<file path="config.mk">
export PLATFORM = sky130hd
export DESIGN_NAME = refs_top
export DESIGN_NICKNAME = d
export VERILOG_FILES = /design/src/logic/refs_sync_bit.v /design/src/logic/refs_edge.v /design/src/logic/refs_top.v
export VERILOG_INCLUDE_DIRS = /design/src /design/src/logic
export SDC_FILE = /design/constraint.sdc
export NUM_CORES = 1
export LEC_CHECK = 0
export ABC_AREA = 1
export BUFFER_PORTS_ARGS = -buffer_cell sky130_fd_sc_hd__buf_2
export CORE_UTILIZATION = 40
export DETAILED_ROUTE_END_ITERATION = 8
export GPL_ROUTABILITY_DRIVEN = 0
export GPL_TIMING_DRIVEN = 0
export SLEW_MARGIN = 20
export SYNTH_ARGS = -nofsm -noshare
export SYNTH_HDL_FRONTEND = slang
export SYNTH_SLANG_ARGS = --single-unit
</file>
<file path="constraint.sdc">
create_clock -name core_clk -period 1.01 [get_ports core_clk]
set_input_delay 0.101 -clock core_clk [delete_from_list [all_inputs] [get_ports core_clk]]
set_output_delay 0.101 -clock core_clk [all_outputs]
set_load 0.02 [all_outputs]
</file>
<file path="src/logic/refs_consts.vh">
`ifndef REFS_CONSTS_VH
`define REFS_CONSTS_VH
// register indices on the multiplexed bus
`define REFS_REG_A 8'h0a
`define REFS_REG_B 8'h0b
`define REFS_REG_C 8'h0c
`define REFS_REG_D 8'h0d
// rate/oscillator register fields
`define REFS_A_UIP 7
`define REFS_A_OSC_HI 6
`define REFS_A_OSC_LO 4
`define REFS_OSC_RW 3'h3
// control register fields
`define REFS_B_INHIBIT 7
`define REFS_B_PIE 6
`define REFS_B_AIE 5
`define REFS_B_UIE 4
`define REFS_B_SQUARE_WAVE_ENABLE 3
// event status fields
`define REFS_C_IRQF 7
`define REFS_C_PF 6
`define REFS_C_AF 5
`define REFS_C_UF 4
`define REFS_C_XTAL 2
// integrity status field
`define REFS_D_VALID 7
`endif

</file>
<file path="src/logic/refs_sync_bit.v">
`timescale 1ns/1ns
`include "refs_consts.vh"
// one sticky event flag; the set beats a simultaneous clear
module refs_sync_bit (
    input wire core_clk, // clock
    input wire resetn, // async reset, low
    input wire set_pulse, // event pulse
    input wire clr_pulse, // read-clear pulse
    output reg flag_q // flag
);
    // set wins so an event at read time is kept
    always @(posedge core_clk or negedge resetn) begin
        if (!resetn) begin
            flag_q <= 1'b0;
        end else if (set_pulse) begin
            flag_q <= 1'b1;
        end else if (clr_pulse) begin
            flag_q <= 1'b0;
        end
    end
endmodule

</file>
<file path="src/logic/refs_edge.v">
`timescale 1ns/1ns
`include "refs_consts.vh"
// rising edge to one-cycle pulse
module refs_edge (
    input wire core_clk, // clock
    input wire resetn, // async reset, low
    input wire level, // level in
    output wire pulse // one-cycle pulse
);
    reg prev_q;
    // remember last level
    always @(posedge core_clk or negedge resetn) begin
        if (!resetn) begin
            prev_q <= 1'b0;
        end else begin
            prev_q <= level;
        end
    end
    // idle level is low, so no false edge follows reset
    assign pulse = level & ~prev_q;
endmodule

</file>
<file path="src/logic/refs_top.v">
`timescale 1ns/1ns
`include "refs_consts.vh"
// Operation
// inhibit set stops buffer transfer and clears update irq enable.
// event status register is read-only to software normally.
// event status bits 0, 1 and 3 always read zero.
// crystal-rate enable settable only when oscillator control is 011, else cleared.
// square-wave enable and crystal-rate enable drive raw crystal wave out.
// update event flag sets when an update cycle completes.
// alarm event flag sets on an alarm match.
// periodic event flag sets once per selected periodic tick.
// irq request flag sets when any flag meets its enable.
// reading event status clears update, alarm, periodic and irq flags.
// integrity status is read-only, bits 0 to 6 read zero.
// integrity bit 7 reads backup validity.
// host treats contents as untrustworthy when integrity bit reads zero.
// oscillator control 011 makes event status writable.
// inhibit set keeps update in progress cleared.
// event flags set regardless of enables; enables gate only irq flag.
module refs_top (
    input wire core_clk, // 100 mhz core clock
    input wire resetn, // async reset, low
    input wire [7:0] bus_addr, // latched register index
    input wire [7:0] bus_wdata, // write data
    input wire bus_rd, // read strobe, one cycle
    input wire bus_wr, // write strobe, one cycle
    output reg [7:0] bus_rdata_q, // read data, registered
    input wire update_end, // update cycle end pulse
    input wire update_busy, // core update in progress level
    input wire alarm_match, // alarm match pulse
    input wire periodic_tick, // periodic tick level from divider
    input wire rate_wave, // selected square-wave level
    input wire crystal_wave, // raw crystal-rate level
    input wire backup_valid, // backup source valid level
    output wire [3:0] rate_select, // periodic rate to core divider
    output wire [2:0] oscillator_control, // oscillator pattern to core
    output wire transfer_enable, // high while buffer copy allowed
    output wire square_wave_out, // square wave pin
    output wire irq_n // interrupt pin, low active
);
    reg [2:0] osc_q;
    reg [3:0] rate_q;
    reg transfer_inhibit_q;
    reg periodic_irq_enable_q;
    reg alarm_irq_enable_q;
    reg update_irq_enable_q;
    reg square_wave_enable_q;
    reg crystal_rate_out_enable_q;
    reg [2:0] low_b_q;
    wire periodic_pulse;
    wire status_read;
    wire status_write;
    wire update_event_flag;
    wire alarm_event_flag;
    wire periodic_event_flag;
    wire irq_request_flag;
    wire irq_new;
    wire irq_held;
    wire [2:0] event_set;
    wire [2:0] event_flag;
    genvar gi;
    wire osc_rw;
    wire [7:0] status_value;
    wire [7:0] ctrl_value;
    wire [7:0] rate_value;
    wire [7:0] integ_value;

    // address decode helper shared by reads and writes
    function hit;
        input [7:0] a;
        input [7:0] r;
        begin
            hit = (a == r);
        end
    endfunction

    assign osc_rw = (osc_q == `REFS_OSC_RW);
    assign status_read = bus_rd & hit(bus_addr, `REFS_REG_C);
    // writes reach the event status only in the 011 pattern
    assign status_write = bus_wr & hit(bus_addr, `REFS_REG_C) & osc_rw;

    // divider tick is a level; take one pulse per period
    refs_edge u_tick (
        .core_clk(core_clk),
        .resetn(resetn),
        .level(periodic_tick),
        .pulse(periodic_pulse)
    );

    // flags ignore the enables; read clears, set wins
    assign event_set = {periodic_pulse, alarm_match, update_end};
    generate
        for (gi = 0; gi < 3; gi = gi + 1) begin : g_flag
            refs_sync_bit u_flag (
                .core_clk(core_clk),
                .resetn(resetn),
                .set_pulse(event_set[gi]),
                .clr_pulse(status_read),
                .flag_q(event_flag[gi])
            );
        end
    endgenerate
    assign update_event_flag = event_flag[0];
    assign alarm_event_flag = event_flag[1];
    assign periodic_event_flag = event_flag[2];

    // a new enabled event beats the read-clear, so a request is never lost
    assign irq_new = (alarm_match & alarm_irq_enable_q)
        | (periodic_pulse & periodic_irq_enable_q)
        | (update_end & update_irq_enable_q);
    // a flag already set when its enable is raised also requests, but yields to a read
    assign irq_held = (alarm_event_flag & alarm_irq_enable_q)
        | (periodic_event_flag & periodic_irq_enable_q)
        | (update_event_flag & update_irq_enable_q);
    refs_sync_bit u_irq_request_flag (
        .core_clk(core_clk),
        .resetn(resetn),
        .set_pulse(irq_new | (irq_held & ~status_read)),
        .clr_pulse(status_read),
        .flag_q(irq_request_flag)
    );
    assign irq_n = ~irq_request_flag;

    // control registers
    always @(posedge core_clk or negedge resetn) begin
        if (!resetn) begin
            osc_q <= 3'h0;
            rate_q <= 4'h0;
            transfer_inhibit_q <= 1'b0;
            periodic_irq_enable_q <= 1'b0;
            alarm_irq_enable_q <= 1'b0;
            update_irq_enable_q <= 1'b0;
            square_wave_enable_q <= 1'b0;
            low_b_q <= 3'h0;
        end else begin
            if (bus_wr && hit(bus_addr, `REFS_REG_A)) begin
                osc_q <= bus_wdata[`REFS_A_OSC_HI:`REFS_A_OSC_LO];
                rate_q <= bus_wdata[3:0];
            end
            if (bus_wr && hit(bus_addr, `REFS_REG_B)) begin
                transfer_inhibit_q <= bus_wdata[`REFS_B_INHIBIT];
                periodic_irq_enable_q <= bus_wdata[`REFS_B_PIE];
                alarm_irq_enable_q <= bus_wdata[`REFS_B_AIE];
                update_irq_enable_q <= bus_wdata[`REFS_B_UIE]
                    & ~bus_wdata[`REFS_B_INHIBIT];
                square_wave_enable_q <= bus_wdata[`REFS_B_SQUARE_WAVE_ENABLE];
                low_b_q <= bus_wdata[2:0];
            end else if (transfer_inhibit_q) begin
                update_irq_enable_q <= 1'b0;
            end
        end
    end

    // crystal-rate enable: only writable in the 011 pattern, cleared otherwise
    always @(posedge core_clk or negedge resetn) begin
        if (!resetn) begin
            crystal_rate_out_enable_q <= 1'b0;
        end else if (!osc_rw) begin
            crystal_rate_out_enable_q <= 1'b0;
        end else if (status_write) begin
            crystal_rate_out_enable_q <= bus_wdata[`REFS_C_XTAL];
        end
    end

    assign rate_select = rate_q;
    assign oscillator_control = osc_q;
    assign transfer_enable = ~transfer_inhibit_q;

    // raw crystal wave takes priority over the divided rate
    assign square_wave_out = square_wave_enable_q
        & (crystal_rate_out_enable_q ? crystal_wave : rate_wave);

    // status images; unused bits tied low
    assign status_value = {irq_request_flag, periodic_event_flag, alarm_event_flag,
        update_event_flag, 1'b0, crystal_rate_out_enable_q, 1'b0, 1'b0};
    assign integ_value = {backup_valid, 7'h00};
    assign rate_value = {update_busy & ~transfer_inhibit_q, osc_q, rate_q};
    assign ctrl_value = {transfer_inhibit_q, periodic_irq_enable_q, alarm_irq_enable_q,
        update_irq_enable_q, square_wave_enable_q, low_b_q};

    // registered read mux; unmapped indices read zero
    always @(posedge core_clk or negedge resetn) begin
        if (!resetn) begin
            bus_rdata_q <= 8'h00;
        end else if (bus_rd) begin
            case (bus_addr)
                `REFS_REG_A: bus_rdata_q <= rate_value;
                `REFS_REG_B: bus_rdata_q <= ctrl_value;
                `REFS_REG_C: bus_rdata_q <= status_value;
                `REFS_REG_D: bus_rdata_q <= integ_value;
                default: bus_rdata_q <= 8'h00;
            endcase
        end
    end
endmodule

</file>
==> Word-level counts from Yosys, hierarchy flattened <==
Index checks and enable logic that the tools add are counted.
W data, S select, Z words.
{ "op_classes": {"eq_ne": 6, "n_mux": 11, "bitwise": 24, "n_reduce_logical": 7} }
{ "op_table": {"columns": ["operator", "n"], "rows": [
  ["$eq A8 B4 Y1 const B", 4],
  ["$pmux W8 S4", 1],
  ["$and A1 B1 Y1", 14],
  ["$mux W1", 10],
  ["$reduce_bool A2 Y1", 5],
  ["$not A1 Y1", 5],
  ["$or A1 B1 Y1", 5],
  ["$eq A3 B2 Y1 const B", 1],
  ["$logic_and A1 B1 Y1", 2],
  ["$ne A2 B2 Y1 const B", 1]
]} }
{ "totals": {"register_bits": 29, "input_bits": 27, "output_inout_bits": 18, "elab_cells": 63} }

==> Depth between registers and ports, before layout <==
Gate-level depths: netlist of the first run.
{ "depth": {"depth_word": 7, "depth_mapped": 9, "ltp_nobuf": 8} }

==> Cells and area by module <==
Synthesis of the first run repeated with hierarchy kept, for this count alone.
{ "hier_totals": {"cells_unflattened": 194, "hier_area_um2": 1455.1} }
{ "modules_own_cells": {"columns": ["mod", "instances", "cells_each", "area_per_inst_um2", "seq_area_each_um2"], "rows": [
  ["refs_top", 1, 171, 1260.0, 600.6],
  ["refs_sync_bit", 4, 5, 40.0, 25.0],
  ["refs_edge", 1, 3, 35.0, 25.0]
]} }

==> Least setup slack after synthesis of the first run <==
Ideal clock, no wire load.
{ "synth_timing": {"kind": "flip-flop to flip-flop", "start": "register transfer_inhibit_q", "end": "register bus_rdata_q[7]", "setup_ns": 0.065, "t_arrival_ns": 0.909, "t_required_ns": 0.945, "setup_slack_ns": 0.036, "path_stages_with_launch": 7, "path_buffers": 0, "period_less_slack_ns": 0.974, "path_cell_list": "dfrtp_1 inv_1 nand2_1 nand3b_1 nand2_1 o21ai_0 nand2_1"} }
{ "synth_via": {"elab_chain_len": 3} }
{ "synth_rtl": {"columns": ["element", "line_no", "text"], "rows": [
  ["from (decl)", "refs_top.v:43", "reg transfer_inhibit_q;"],
  ["from (signal assigned)", "refs_top.v:141", "transfer_inhibit_q <= bus_wdata[`REFS_B_INHIBIT];"],
  ["$not A1 Y1", null, null],
  ["named net transfer_enable", "refs_top.v:37", "output wire transfer_enable,"],
  ["$and A1 B1 Y1", "refs_top.v:177", "assign rate_value = {update_busy & ~transfer_inhibit_q, osc_q, rate_q};"],
  ["$pmux W8 S4", "refs_top.v:186", "case (bus_addr)"],
  ["to (signal assigned)", "refs_top.v:187", "`REFS_REG_A: bus_rdata_q <= rate_value;"],
  ["to (signal assigned)", "refs_top.v:188", "`REFS_REG_B: bus_rdata_q <= ctrl_value;"],
  ["to (signal assigned)", "refs_top.v:189", "`REFS_REG_C: bus_rdata_q <= status_value;"],
  ["to (decl)", "refs_top.v:27", "output reg [7:0] bus_rdata_q,"]
]} }
The timed path passes the listed nets, and every way through them passes these cells.
A chain may end at the register's enable or synchronous reset.

==> Final worst setup path of the first run <==
{ "layout_timing": {"start": "register crystal_rate_out_enable_q", "end": "output port square_wave_out"} }
{ "layout_via": {"elab_chain_len": 2} }
{ "layout_rtl": {"columns": ["element", "line_no", "text"], "rows": [
  ["from (decl)", "refs_top.v:48", "reg crystal_rate_out_enable_q;"],
  ["from (signal assigned)", "refs_top.v:161", "crystal_rate_out_enable_q <= bus_wdata[`REFS_C_XTAL];"],
  ["$mux W1", "refs_top.v:171", "& (crystal_rate_out_enable_q ? crystal_wave : rate_wave);"],
  ["$and A1 B1 Y1", "refs_top.v:171", null],
  ["to (decl)", "refs_top.v:38", "output wire square_wave_out,"]
]} }
Every way passes these cells.

==> qor.yml, run 1 <==
status: "complete, but fails checks"
violations: "setup timing"
path_class: "reg2out"
p_comb_share_pct: 11.3
vias_per_cell: 4.586
grt_max_degree: 30
hold_path.class: "in2reg"
synth_cell_types: 25
antenna_found_initial: 0
grt_pass1_wl_um: 5871
worstSetupStartpointType: "register"
clk_path_buf_depth: 2
layout_common_cells: "nand2_1 (62), buf_2 (42), dfrtp_1 (29), inv_1 (21), nand3_1 (21)"
die_y_um: 62.99
peakVddDrop_mv: 0.8965
finalCritPeriodShare_pct: 109.5
synth_top_area_share_pct: 48.78
cp_top_family: "flip-flops"
power.density_nw_per_um2: 1258
fp.dieW_um: 62.99
post_drt_wl_per_cell_um: 11.52
clock_skew_ps: 2.863
drv_slew: 0
met2_usage_pct: 31.45
cts_tree: "built"
grt_pass1_vias: 1331
vias: 1339
route.detailed.drc: 0
mostFrequentLayoutCell: "nand2_1"
path_buf_inv: 1
hold_viol_final: 0
core_um2: 3442
clkPwrFrac_pct: 38.5
synth_nets: 214
use_met3_pct: 4.380
path_cells: "o21ai_1 > nor2_1 > buf_4"
ios: 45
hold_ws_ps: 32.57
pre_cts_slack_ps: -179.4
antennaDiodeCount: 0
max_freq_ghz: 0.9043
ys_warn_count: 0
rsz0062_at_grt: "yes"
drv_cap: 0
post-dp-hpwl_um: 2508
pwr-share-seq_pct: 50.2
netlist_area_um2: 1488
cts_buffers: 5
tightest_slew_ps: 661.2
cts-root-buf: "clkbuf_8"
rows: 21
cts_max_level: 2
overflow: 0
tns_ps: -95.82
initial_utilization_pct: 43.22
final-setup-viol-count: 1
syn_inst: 187
p_leak_nw: 1.130
use_met1_pct: 24.57
ys_seq_area_share_pct: 48.78
clkTransAtPathRegs_ps: 60
p_int_mw: 1.849
io_buffers: 43
synth-seq-cells: 29
clock-sinks: 29
drt_iter0_markers: 51
relSlewSlack_pct: 55.92
critPathMaxFanout: 3
grt_usage_pct: 19.33
synthToLayoutAreaGrowth_pct: 30.61
arrival_ps: 1000
critPathSlowestCell: "dfrtp_1"
power_switching_mw: 0.5959
grt_most_used_layer: "met2"
yosysTopAreaCell: "dfrtp_1"
layout.nets: 273
ys_top_cells_by_area: "dfrtp_1 (49%), nand2_1 (16%), nand3_1 (7.1%)"
swShare_pct: 24.37
die-area_um2: 3967
dr.pass1.iters: 4
cp.required_ps: 910
final_antenna_net_count: 0
drive_gt1_share_pct: 33.33
clk-insertion-delay-late_ps: 270
end_kind: "output pin"
finalCriticalPeriod_ps: 1106
drt-total-wl_um: 3365
worst_slack_ps: -95.82
slowest_delay_ps: 400
syn-mean-instance-area_um2: 7.955
stage by stage:
| stage | power (mW) | cell area, µm² | util [%] | std cells |
|---|---|---|---|---|
| floorplan | 1.370 | 1488 | - | 187 |
| global placement | 1.494 | 1760 | 51.14 | 276 |
| detailed placement | 1.498 | 1760 | 51.14 | 276 |
| CTS | 2.467 | 1906 | 55.36 | 289 |
| global route | 2.565 | 1943 | 56.45 | 292 |
| finish | 2.445 | 1943 | 56.45 | 292 |
final timing paths:
path	startpoint	endpoint	slack, ps	cells after the start
min in group asynchronous	resetn	bus_rdata_q[7]	390	2
max in group asynchronous	resetn	oscillator_control[2]	190	2
setup reg to reg	transfer_inhibit_q	bus_rdata_q[7]	30	6
hold / removal	alarm_match	g_flag[1].u_flag.flag_q	30	3
hold reg to reg	bus_rdata_q[7]	bus_rdata_q[7]	470	2
setup / recovery	crystal_rate_out_enable_q	square_wave_out	-100	3
Yosys cell counts (all sizes together):
cell and count:
dfrtp 29, nor2 11, a21oi 1, nor3 1
o211ai 2, clkinv 1, and2 1, o22ai 1
nand3 21, buf 4, inv 25, nand2 71
o21a 1, o21ai 16, nand3b 1, o21bai 1
logic make-up after synthesis:
| family | share of synthesized area, % |
|---|---|
| and+or+nand+nor | 33.81 |
| AOI/OAI and AO/OA | 8.663 |
| buffers and inverters | 8.747 |
| DFF | 48.78 |
worst reg2reg max path: stages, from the launching register on:
cell      delay (ps)
dfrtp_1          400
inv_2             80
nand2_2           60
nand3b_1          90
nand2_1           50
o21ai_1          140
nand2_1           60
timing repair:
item | 4_1_cts | 5_1_grt
setup endpoints to repair | 3 | 8
buffers inserted | 4 | 3
hold endpoints to repair | 30 | 0
pin swaps | 1 | 5
hold buffers | 2 | 0
gates resized for setup | 6 | 7
final cells by class:
class | count | area (µm²)
buffer | 4 | 32.53
clock buffer | 7 | 86.33
fill | 359 | 1499
inverter | 26 | 97.59
multi-input combinational | 128 | 644.4
sequential | 29 | 725.7
tap | 46 | 57.56
timing repair buffer | 52 | 299.0
registers in the layout (all words and copies together) (netlist names):
signal / cells
update_irq_enable_q: 1
u_tick.prev_q: 1
g_flag.u_flag.flag_q: 3
rate_select: 4
u_irq_request_flag.flag_q: 1
low_b_q: 3
crystal_rate_out_enable_q: 1
transfer_inhibit_q: 1
square_wave_enable_q: 1
periodic_irq_enable_q: 1
bus_rdata_q: 8
oscillator_control: 3
alarm_irq_enable_q: 1
power by group through the flow:
| stage | logic, mW | clock network, mW | registers (mW) |
|---|---|---|---|
| floorplan | 0.110 | 0 | 1.26 |
| detailed placement | 0.251 | 0 | 1.25 |
| finish | 0.277 | 0.941 | 1.23 |
| CTS | 0.273 | 0.968 | 1.23 |
| global route | 0.313 | 1.02 | 1.23 |
| global placement | 0.248 | 0 | 1.25 |
metal layers:
metal  vias to the layer above  part of all wire [%]  wire length, µm
li1                        702                     -                -
met1                       609                    48             1625
met2                        24                    47             1595
met3                         4                   3.1              104
met4                         0                   1.2               40
met5                         -                     0                0
No activity file was read; power rests on OpenSTA's default activity.
==> run 2, diff against run 1 <==
Settings changed: PLACE_DENSITY_LB_ADDON from default to 0.05.
==> run 2 against run 1 <==
- routed wire length increased by 3.6%
- critical endpoint unchanged
- non-clock buffer count decreased by 2
- worst hold slack better by 2.7 ps
- first-iteration DRC count fell by 20%
- the flow still finishes with violations (setup timing)
- highest routed layer unchanged
- sequential power barely moved
- die area unchanged
- cell count down 0.68%
- sequential cell count did not move
==> qor.yml, run 2 (synthesis results as in run 1) <==
p_leak_nw: 1.120  # -0.94%
final_antenna_net_count: 0  # unchanged
drv_cap: 0  # unchanged
arrival_ps: 1030  # +30 ps
vias_per_cell: 4.728  # +3.1%
power_switching_mw: 0.5990  # +0.52%
drt-total-wl_um: 3487  # +3.6%
pwr-share-seq_pct: 50.2  # about the same
post-route-util_pct: 56.05  # -0.40 points
worst_slack_ps: -119.1  # -23.28 ps
antenna_found_initial: 0  # unchanged
hold_depth: 3  # unchanged
cts-root-buf: "clkbuf_8"
io_buffers: 43  # unchanged
layout.nets: 271  # -0.73%
route.detailed.drc: 0  # unchanged
critPathSlowestCell: "dfrtp_1"
vias: 1371  # +2.4%
end_kind: "output pin"
tightest_slew_ps: 668.8  # +7.617 ps
worstSetupStartpoint: "crystal_rate_out_enable_q"
fp.dieW_um: 62.99  # unchanged
post-dp-hpwl_um: 2557  # +2.0%
relSlewSlack_pct: 55.41  # -0.51 points
finalCritPeriodShare_pct: 111.8  # +2.3 points
clkTransAtPathRegs_ps: 60  # about the same
grt_max_degree: 30  # unchanged
core_um2: 3442  # unchanged
cts_max_level: 2  # unchanged
cts_tree: "built"
finalCriticalPeriod_ps: 1129  # +23.28 ps
drv_slew: 0  # unchanged
layout_common_cells: "nand2_1 (63), buf_2 (41), dfrtp_1 (29), nand3_1 (21), inv_1 (20)"
hold_viol_final: 0  # unchanged
p_int_mw: 1.848  # about the same
r2r_end: "bus_rdata_q[7]"
largest_reg_flops: 8  # unchanged
final-setup-viol-count: 1  # unchanged
regArea_um2: 725.7  # unchanged
fin_total_pwr_mw: 2.447  # about the same
path_cells: "o21ai_1 > nor2_1 > buf_4"
cp.required_ps: 910  # about the same
die_y_um: 62.99  # unchanged
clock_skew_ps: 5.840  # +2.977 ps
max_freq_ghz: 0.8857  # -2.1%
ff2ff_path_depth: 5  # -1
grt_pass1_vias: 1319  # -0.90%
rows: 21  # unchanged
grt_pass1_wl_um: 5837  # -0.58%
power.density_nw_per_um2: 1269  # +0.81%
die-area_um2: 3967  # unchanged
drive_gt1_share_pct: 32.38  # -0.96 points
post_drt_wl_per_cell_um: 12.02  # +4.3%
clk_path_buf_depth: 2  # unchanged
slowest_delay_ps: 400  # about the same
path_class: "reg2out"
cp_top_family: "flip-flops"
grt_usage_pct: 19.46  # +0.12 points
clkPwrFrac_pct: 38.4  # about the same
clk-insertion-delay-late_ps: 280  # about the same
multi_input_area_um2: 639.4  # -0.78%
status: "complete, but fails checks"
regMostFlops: "bus_rdata_q"
dr.pass1.iters: 4  # unchanged
path_buf_inv: 1  # unchanged
violations: "setup timing"
clock-sinks: 29  # unchanged
mostFrequentLayoutCell: "nand2_1"
synthToLayoutAreaGrowth_pct: 29.69
drt_iter0_markers: 41  # -20%
swShare_pct: 24.47  # +0.11 points
overflow: 0  # unchanged
peakVddDrop_mv: 0.8184  # -8.7%
p_comb_share_pct: 11.4  # about the same
holdCritStartpoint: "alarm_match"
antennaDiodeCount: 0  # unchanged
hold_path.class: "in2reg"
worstSetupStartpointType: "register"
cts_buffers: 5  # unchanged
fill_cells: 349  # -2.8%
r2r_setup_slack_ps: 70  # +40 ps
holdPathEnd: "g_flag[1].u_flag.flag_q"
critPathMaxFanout: 3  # unchanged
rsz0062_at_grt: "yes"
r2r_start: "u_irq_request_flag.flag_q"
initial_utilization_pct: 43.22  # unchanged
ios: 45  # unchanged
hold_ws_ps: 35.24  # +2.666 ps
-- run 2: per-layer routing --
| metal | global-route usage [%] | vias to the layer above | share of wire, % |
|---|---|---|---|
| met1 | 23.90 | 631 | 45 |
| met2 | 31.59 | 42 | 48 |
| met4 | 6.395 | 0 | 0.86 |
| li1 | - | 694 | - |
| met3 | 6.752 | 4 | 6.2 |
| met5 | 0 | - | 0 |
-- run 2: cell type report --
type / count / area share (%)
multi-input combinational: 128 / 33.14
tap: 46 / 2.983
sequential: 29 / 37.61
timing repair buffer: 50 / 15.05
clock buffer: 7 / 4.475
inverter: 26 / 5.058
buffer: 4 / 1.686
-- run 2: how the worst max path moves through the flow --
| stage | end | slack (ps) | depth (start not counted) |
|---|---|---|---|
| 5_1_grt | square_wave_out | -180 | 3 |
| 3_5_place_dp | u_irq_request_flag.flag_q | -180 | 9 |
| 6_report | square_wave_out | -120 | 3 |
| 3_3_place_gp | bus_rdata_q[5] | -140 | 10 |
| 4_1_cts | square_wave_out | -120 | 4 |
| 2_1_floorplan | bus_rdata_q[7] | 40 | 6 |
-- run 2: timing repair --
item                                   in CTS  in global routing
hold buffers                                2                  0
resized for setup                           4                  9
buffers inserted                            2                  4
setup endpoints to repair                   2                  6
endpoints found under the hold margin      30                  0
pin swaps                                   1                  1
-- run 2: power by group through the flow --
stage                     registers [mW]  logic [mW]  clock network (mW)
after floorplan                     1.26       0.110                   0
after global placement              1.25       0.243                   0
after detailed placement            1.25       0.251                   0
after CTS                           1.23       0.268               0.981
after global routing                1.23       0.311                1.03
final                               1.23       0.279               0.941
-- run 2: stage by stage --
step           worst slack (ps)  setup TNS, ps  cell area [µm²]  cells
6_report                 -119.1         -119.1             1929    290
5_1_grt                  -184.8         -188.4             1929    290
3_5_place_dp             -176.1          -2993             1760    276
2_1_floorplan             35.63              0             1488    187
4_1_cts                  -120.4         -120.4             1887    287
3_3_place_gp             -139.6          -2306             1760    276
-- run 2: tightest hold or removal path, stage by stage --
cell and delay [ps]:
buf_2 70, inv_1 40, nand2_1 60
==> run 3, diff against run 2 <==
Clock period 1.01 ns to 1.45 ns, I/O delays scaled along.
==> run 3 against run 2 <==
- the run now ends clean
- global-route usage decreased by 0.23 points
- first-iteration DRC count is 66% higher
- worst setup slack improved by 380 ps
- critical endpoint unchanged
- clock skew down 1.8 ps
- cell count shrank 1.7%
- worst hold slack gained 40 ps
- core utilization shrank 1.8 points
==> qor.yml, run 3 (synthesis results as in run 1) <==
holdPathEnd: "g_flag[1].u_flag.flag_q"
grt_max_degree: 30  # unchanged
die-area_um2: 3967  # unchanged
core_um2: 3442  # unchanged
final_antenna_net_count: 0  # unchanged
clkTransAtPathRegs_ps: 60  # about the same
clk-insertion-delay-late_ps: 280  # about the same
drive_gt1_share_pct: 28.87  # -3.5 points
grt_pass1_vias: 1300  # -1.4%
clock_skew_ps: 4.063  # -1.776 ps
grt_usage_pct: 19.22  # -0.23 points
route.detailed.drc: 0  # unchanged
hold_depth: 3  # unchanged
mostFrequentLayoutCell: "nand2_1"
status: "finished clean"
drt-total-wl_um: 3379  # -3.1%
power.density_nw_per_um2: 904.3  # -29%
holdCritStartpoint: "alarm_match"
p_leak_nw: 1.095  # -2.2%
rsz0062_at_grt: "no"
cts-root-buf: "clkbuf_8"
drv_cap: 0  # unchanged
antenna_found_initial: 0  # unchanged
tightest_slew_ps: 656.3  # -12.47 ps
antennaDiodeCount: 0  # unchanged
r2r_start: "transfer_inhibit_q"
final-setup-viol-count: 0  # -1
initial_utilization_pct: 43.22  # unchanged
ff2ff_path_depth: 6  # +1
cts_tree: "built"
drv_slew: 0  # unchanged
finalCritPeriodShare_pct: 82.23
clock-sinks: 29  # unchanged
grt_pass1_wl_um: 5789  # -0.82%
regMostFlops: "bus_rdata_q"
r2r_setup_slack_ps: 460  # +390 ps
finalCriticalPeriod_ps: 1192
critPathMaxFanout: 3  # unchanged
post-dp-hpwl_um: 2557  # unchanged
io_buffers: 43  # unchanged
peakVddDrop_mv: 0.5691  # -30%
layout.nets: 266  # -1.8%
vias: 1347  # -1.8%
pre_cts_slack_ps: 219.9  # +396.0 ps
synthToLayoutAreaGrowth_pct: 25.48
end_kind: "output pin"
r2r_end: "bus_rdata_q[7]"
worstSetupStartpointType: "register"
cts_setup_buffers: 0  # -2
vias_per_cell: 4.726  # about the same
die_y_um: 62.99  # unchanged
dr.pass1.iters: 4  # unchanged
relSlewSlack_pct: 56.25  # +0.83 points
max_freq_ghz: 0.8387
hold_viol_final: 0  # unchanged
arrival_ps: 1050  # +20 ps
ios: 45  # unchanged
overflow: 0  # unchanged
clk_path_buf_depth: 2  # unchanged
hold_ws_ps: 75.40  # +40.16 ps
hold_path.class: "in2reg"
drt_iter0_markers: 68  # +66%
post_drt_wl_per_cell_um: 11.86  # -1.4%
worst_slack_ps: 257.6  # +376.7 ps
fp.dieW_um: 62.99  # unchanged
cts_max_level: 2  # unchanged
tns_ps: 0  # +119.1 ps
cp.required_ps: 1310  # +400 ps
layout_common_cells: "nand2_1 (64), buf_2 (45), dfrtp_1 (29), inv_1 (24), nand3_1 (21)"
cts_buffers: 5  # unchanged
largest_reg_flops: 8  # unchanged
path_class: "reg2out"
rows: 21  # unchanged
run 3: changes by cell type in the layout (fill, tap and decap cells not counted), moves of 2 or more:
cell,before,now
o21ai_1,4,2
o21ai_0,10,12
inv_1,20,24
buf_2,41,45
buf_4,7,0
inv_2,5,1
buf_6,4,2
run 3: what timing repair did:
item	4_1_cts	5_1_grt
hold endpoints to repair	30	0
hold buffers	2	0
gates resized for setup	0	0
run 3: area by class of cell:
type / instances / area [µm²]
buffer: 4 / 32.53
clock buffer: 7 / 86.33
fill: 356 / 1575
inverter: 26 / 97.59
multi-input combinational: 128 / 631.9
sequential: 29 / 725.7
tap: 46 / 57.56
timing repair buffer: 45 / 235.2
run 3: critical path, cell delays in order, from the launching register on:
cell and delay [ps]:
dfrtp_1 400, o21ai_0 170, nor2_1 50, buf_2 150
run 3: worst max-delay path by stage:
stage	startpoint	to	slack [ps]	cells past startpoint
6_report	crystal_rate_out_enable_q	square_wave_out	260	3
3_5_place_dp	bus_addr[0]	u_irq_request_flag.flag_q	220	9
5_1_grt	crystal_rate_out_enable_q	square_wave_out	170	4
3_3_place_gp	bus_addr[2]	bus_rdata_q[5]	260	10
2_1_floorplan	bus_rd	u_irq_request_flag.flag_q	470	6
4_1_cts	crystal_rate_out_enable_q	square_wave_out	240	3
run 3: layer usage:
| metal | part of all wire, % | GRT usage [%] | vias to the layer above |
|---|---|---|---|
| met5 | 0 | 0 | - |
| met4 | 1.3 | 6.105 | 0 |
| met3 | 5.7 | 6.387 | 6 |
| met2 | 48 | 31.32 | 41 |
| met1 | 45 | 23.78 | 616 |
| li1 | - | - | 684 |
run 3: metrics by stage:
step / cells / area [µm²] / util [%] / power [mW]
floorplan: 187 / 1488 / - / 0.9545
global placement: 276 / 1760 / 51.14 / 1.037
detailed placement: 276 / 1760 / 51.14 / 1.044
CTS: 285 / 1867 / 54.23 / 1.718
global route: 285 / 1867 / 54.23 / 1.777
finish: 285 / 1867 / 54.23 / 1.688
run 3: report_power, final:
part / switching (mW) / leakage (nW) / total [mW] / internal [mW]
Sequential: 0.0185 / 0.361 / 0.855 / 0.836
Combinational: 0.112 / 0.689 / 0.177 / 0.0646
Clock: 0.282 / 0.0443 / 0.657 / 0.375
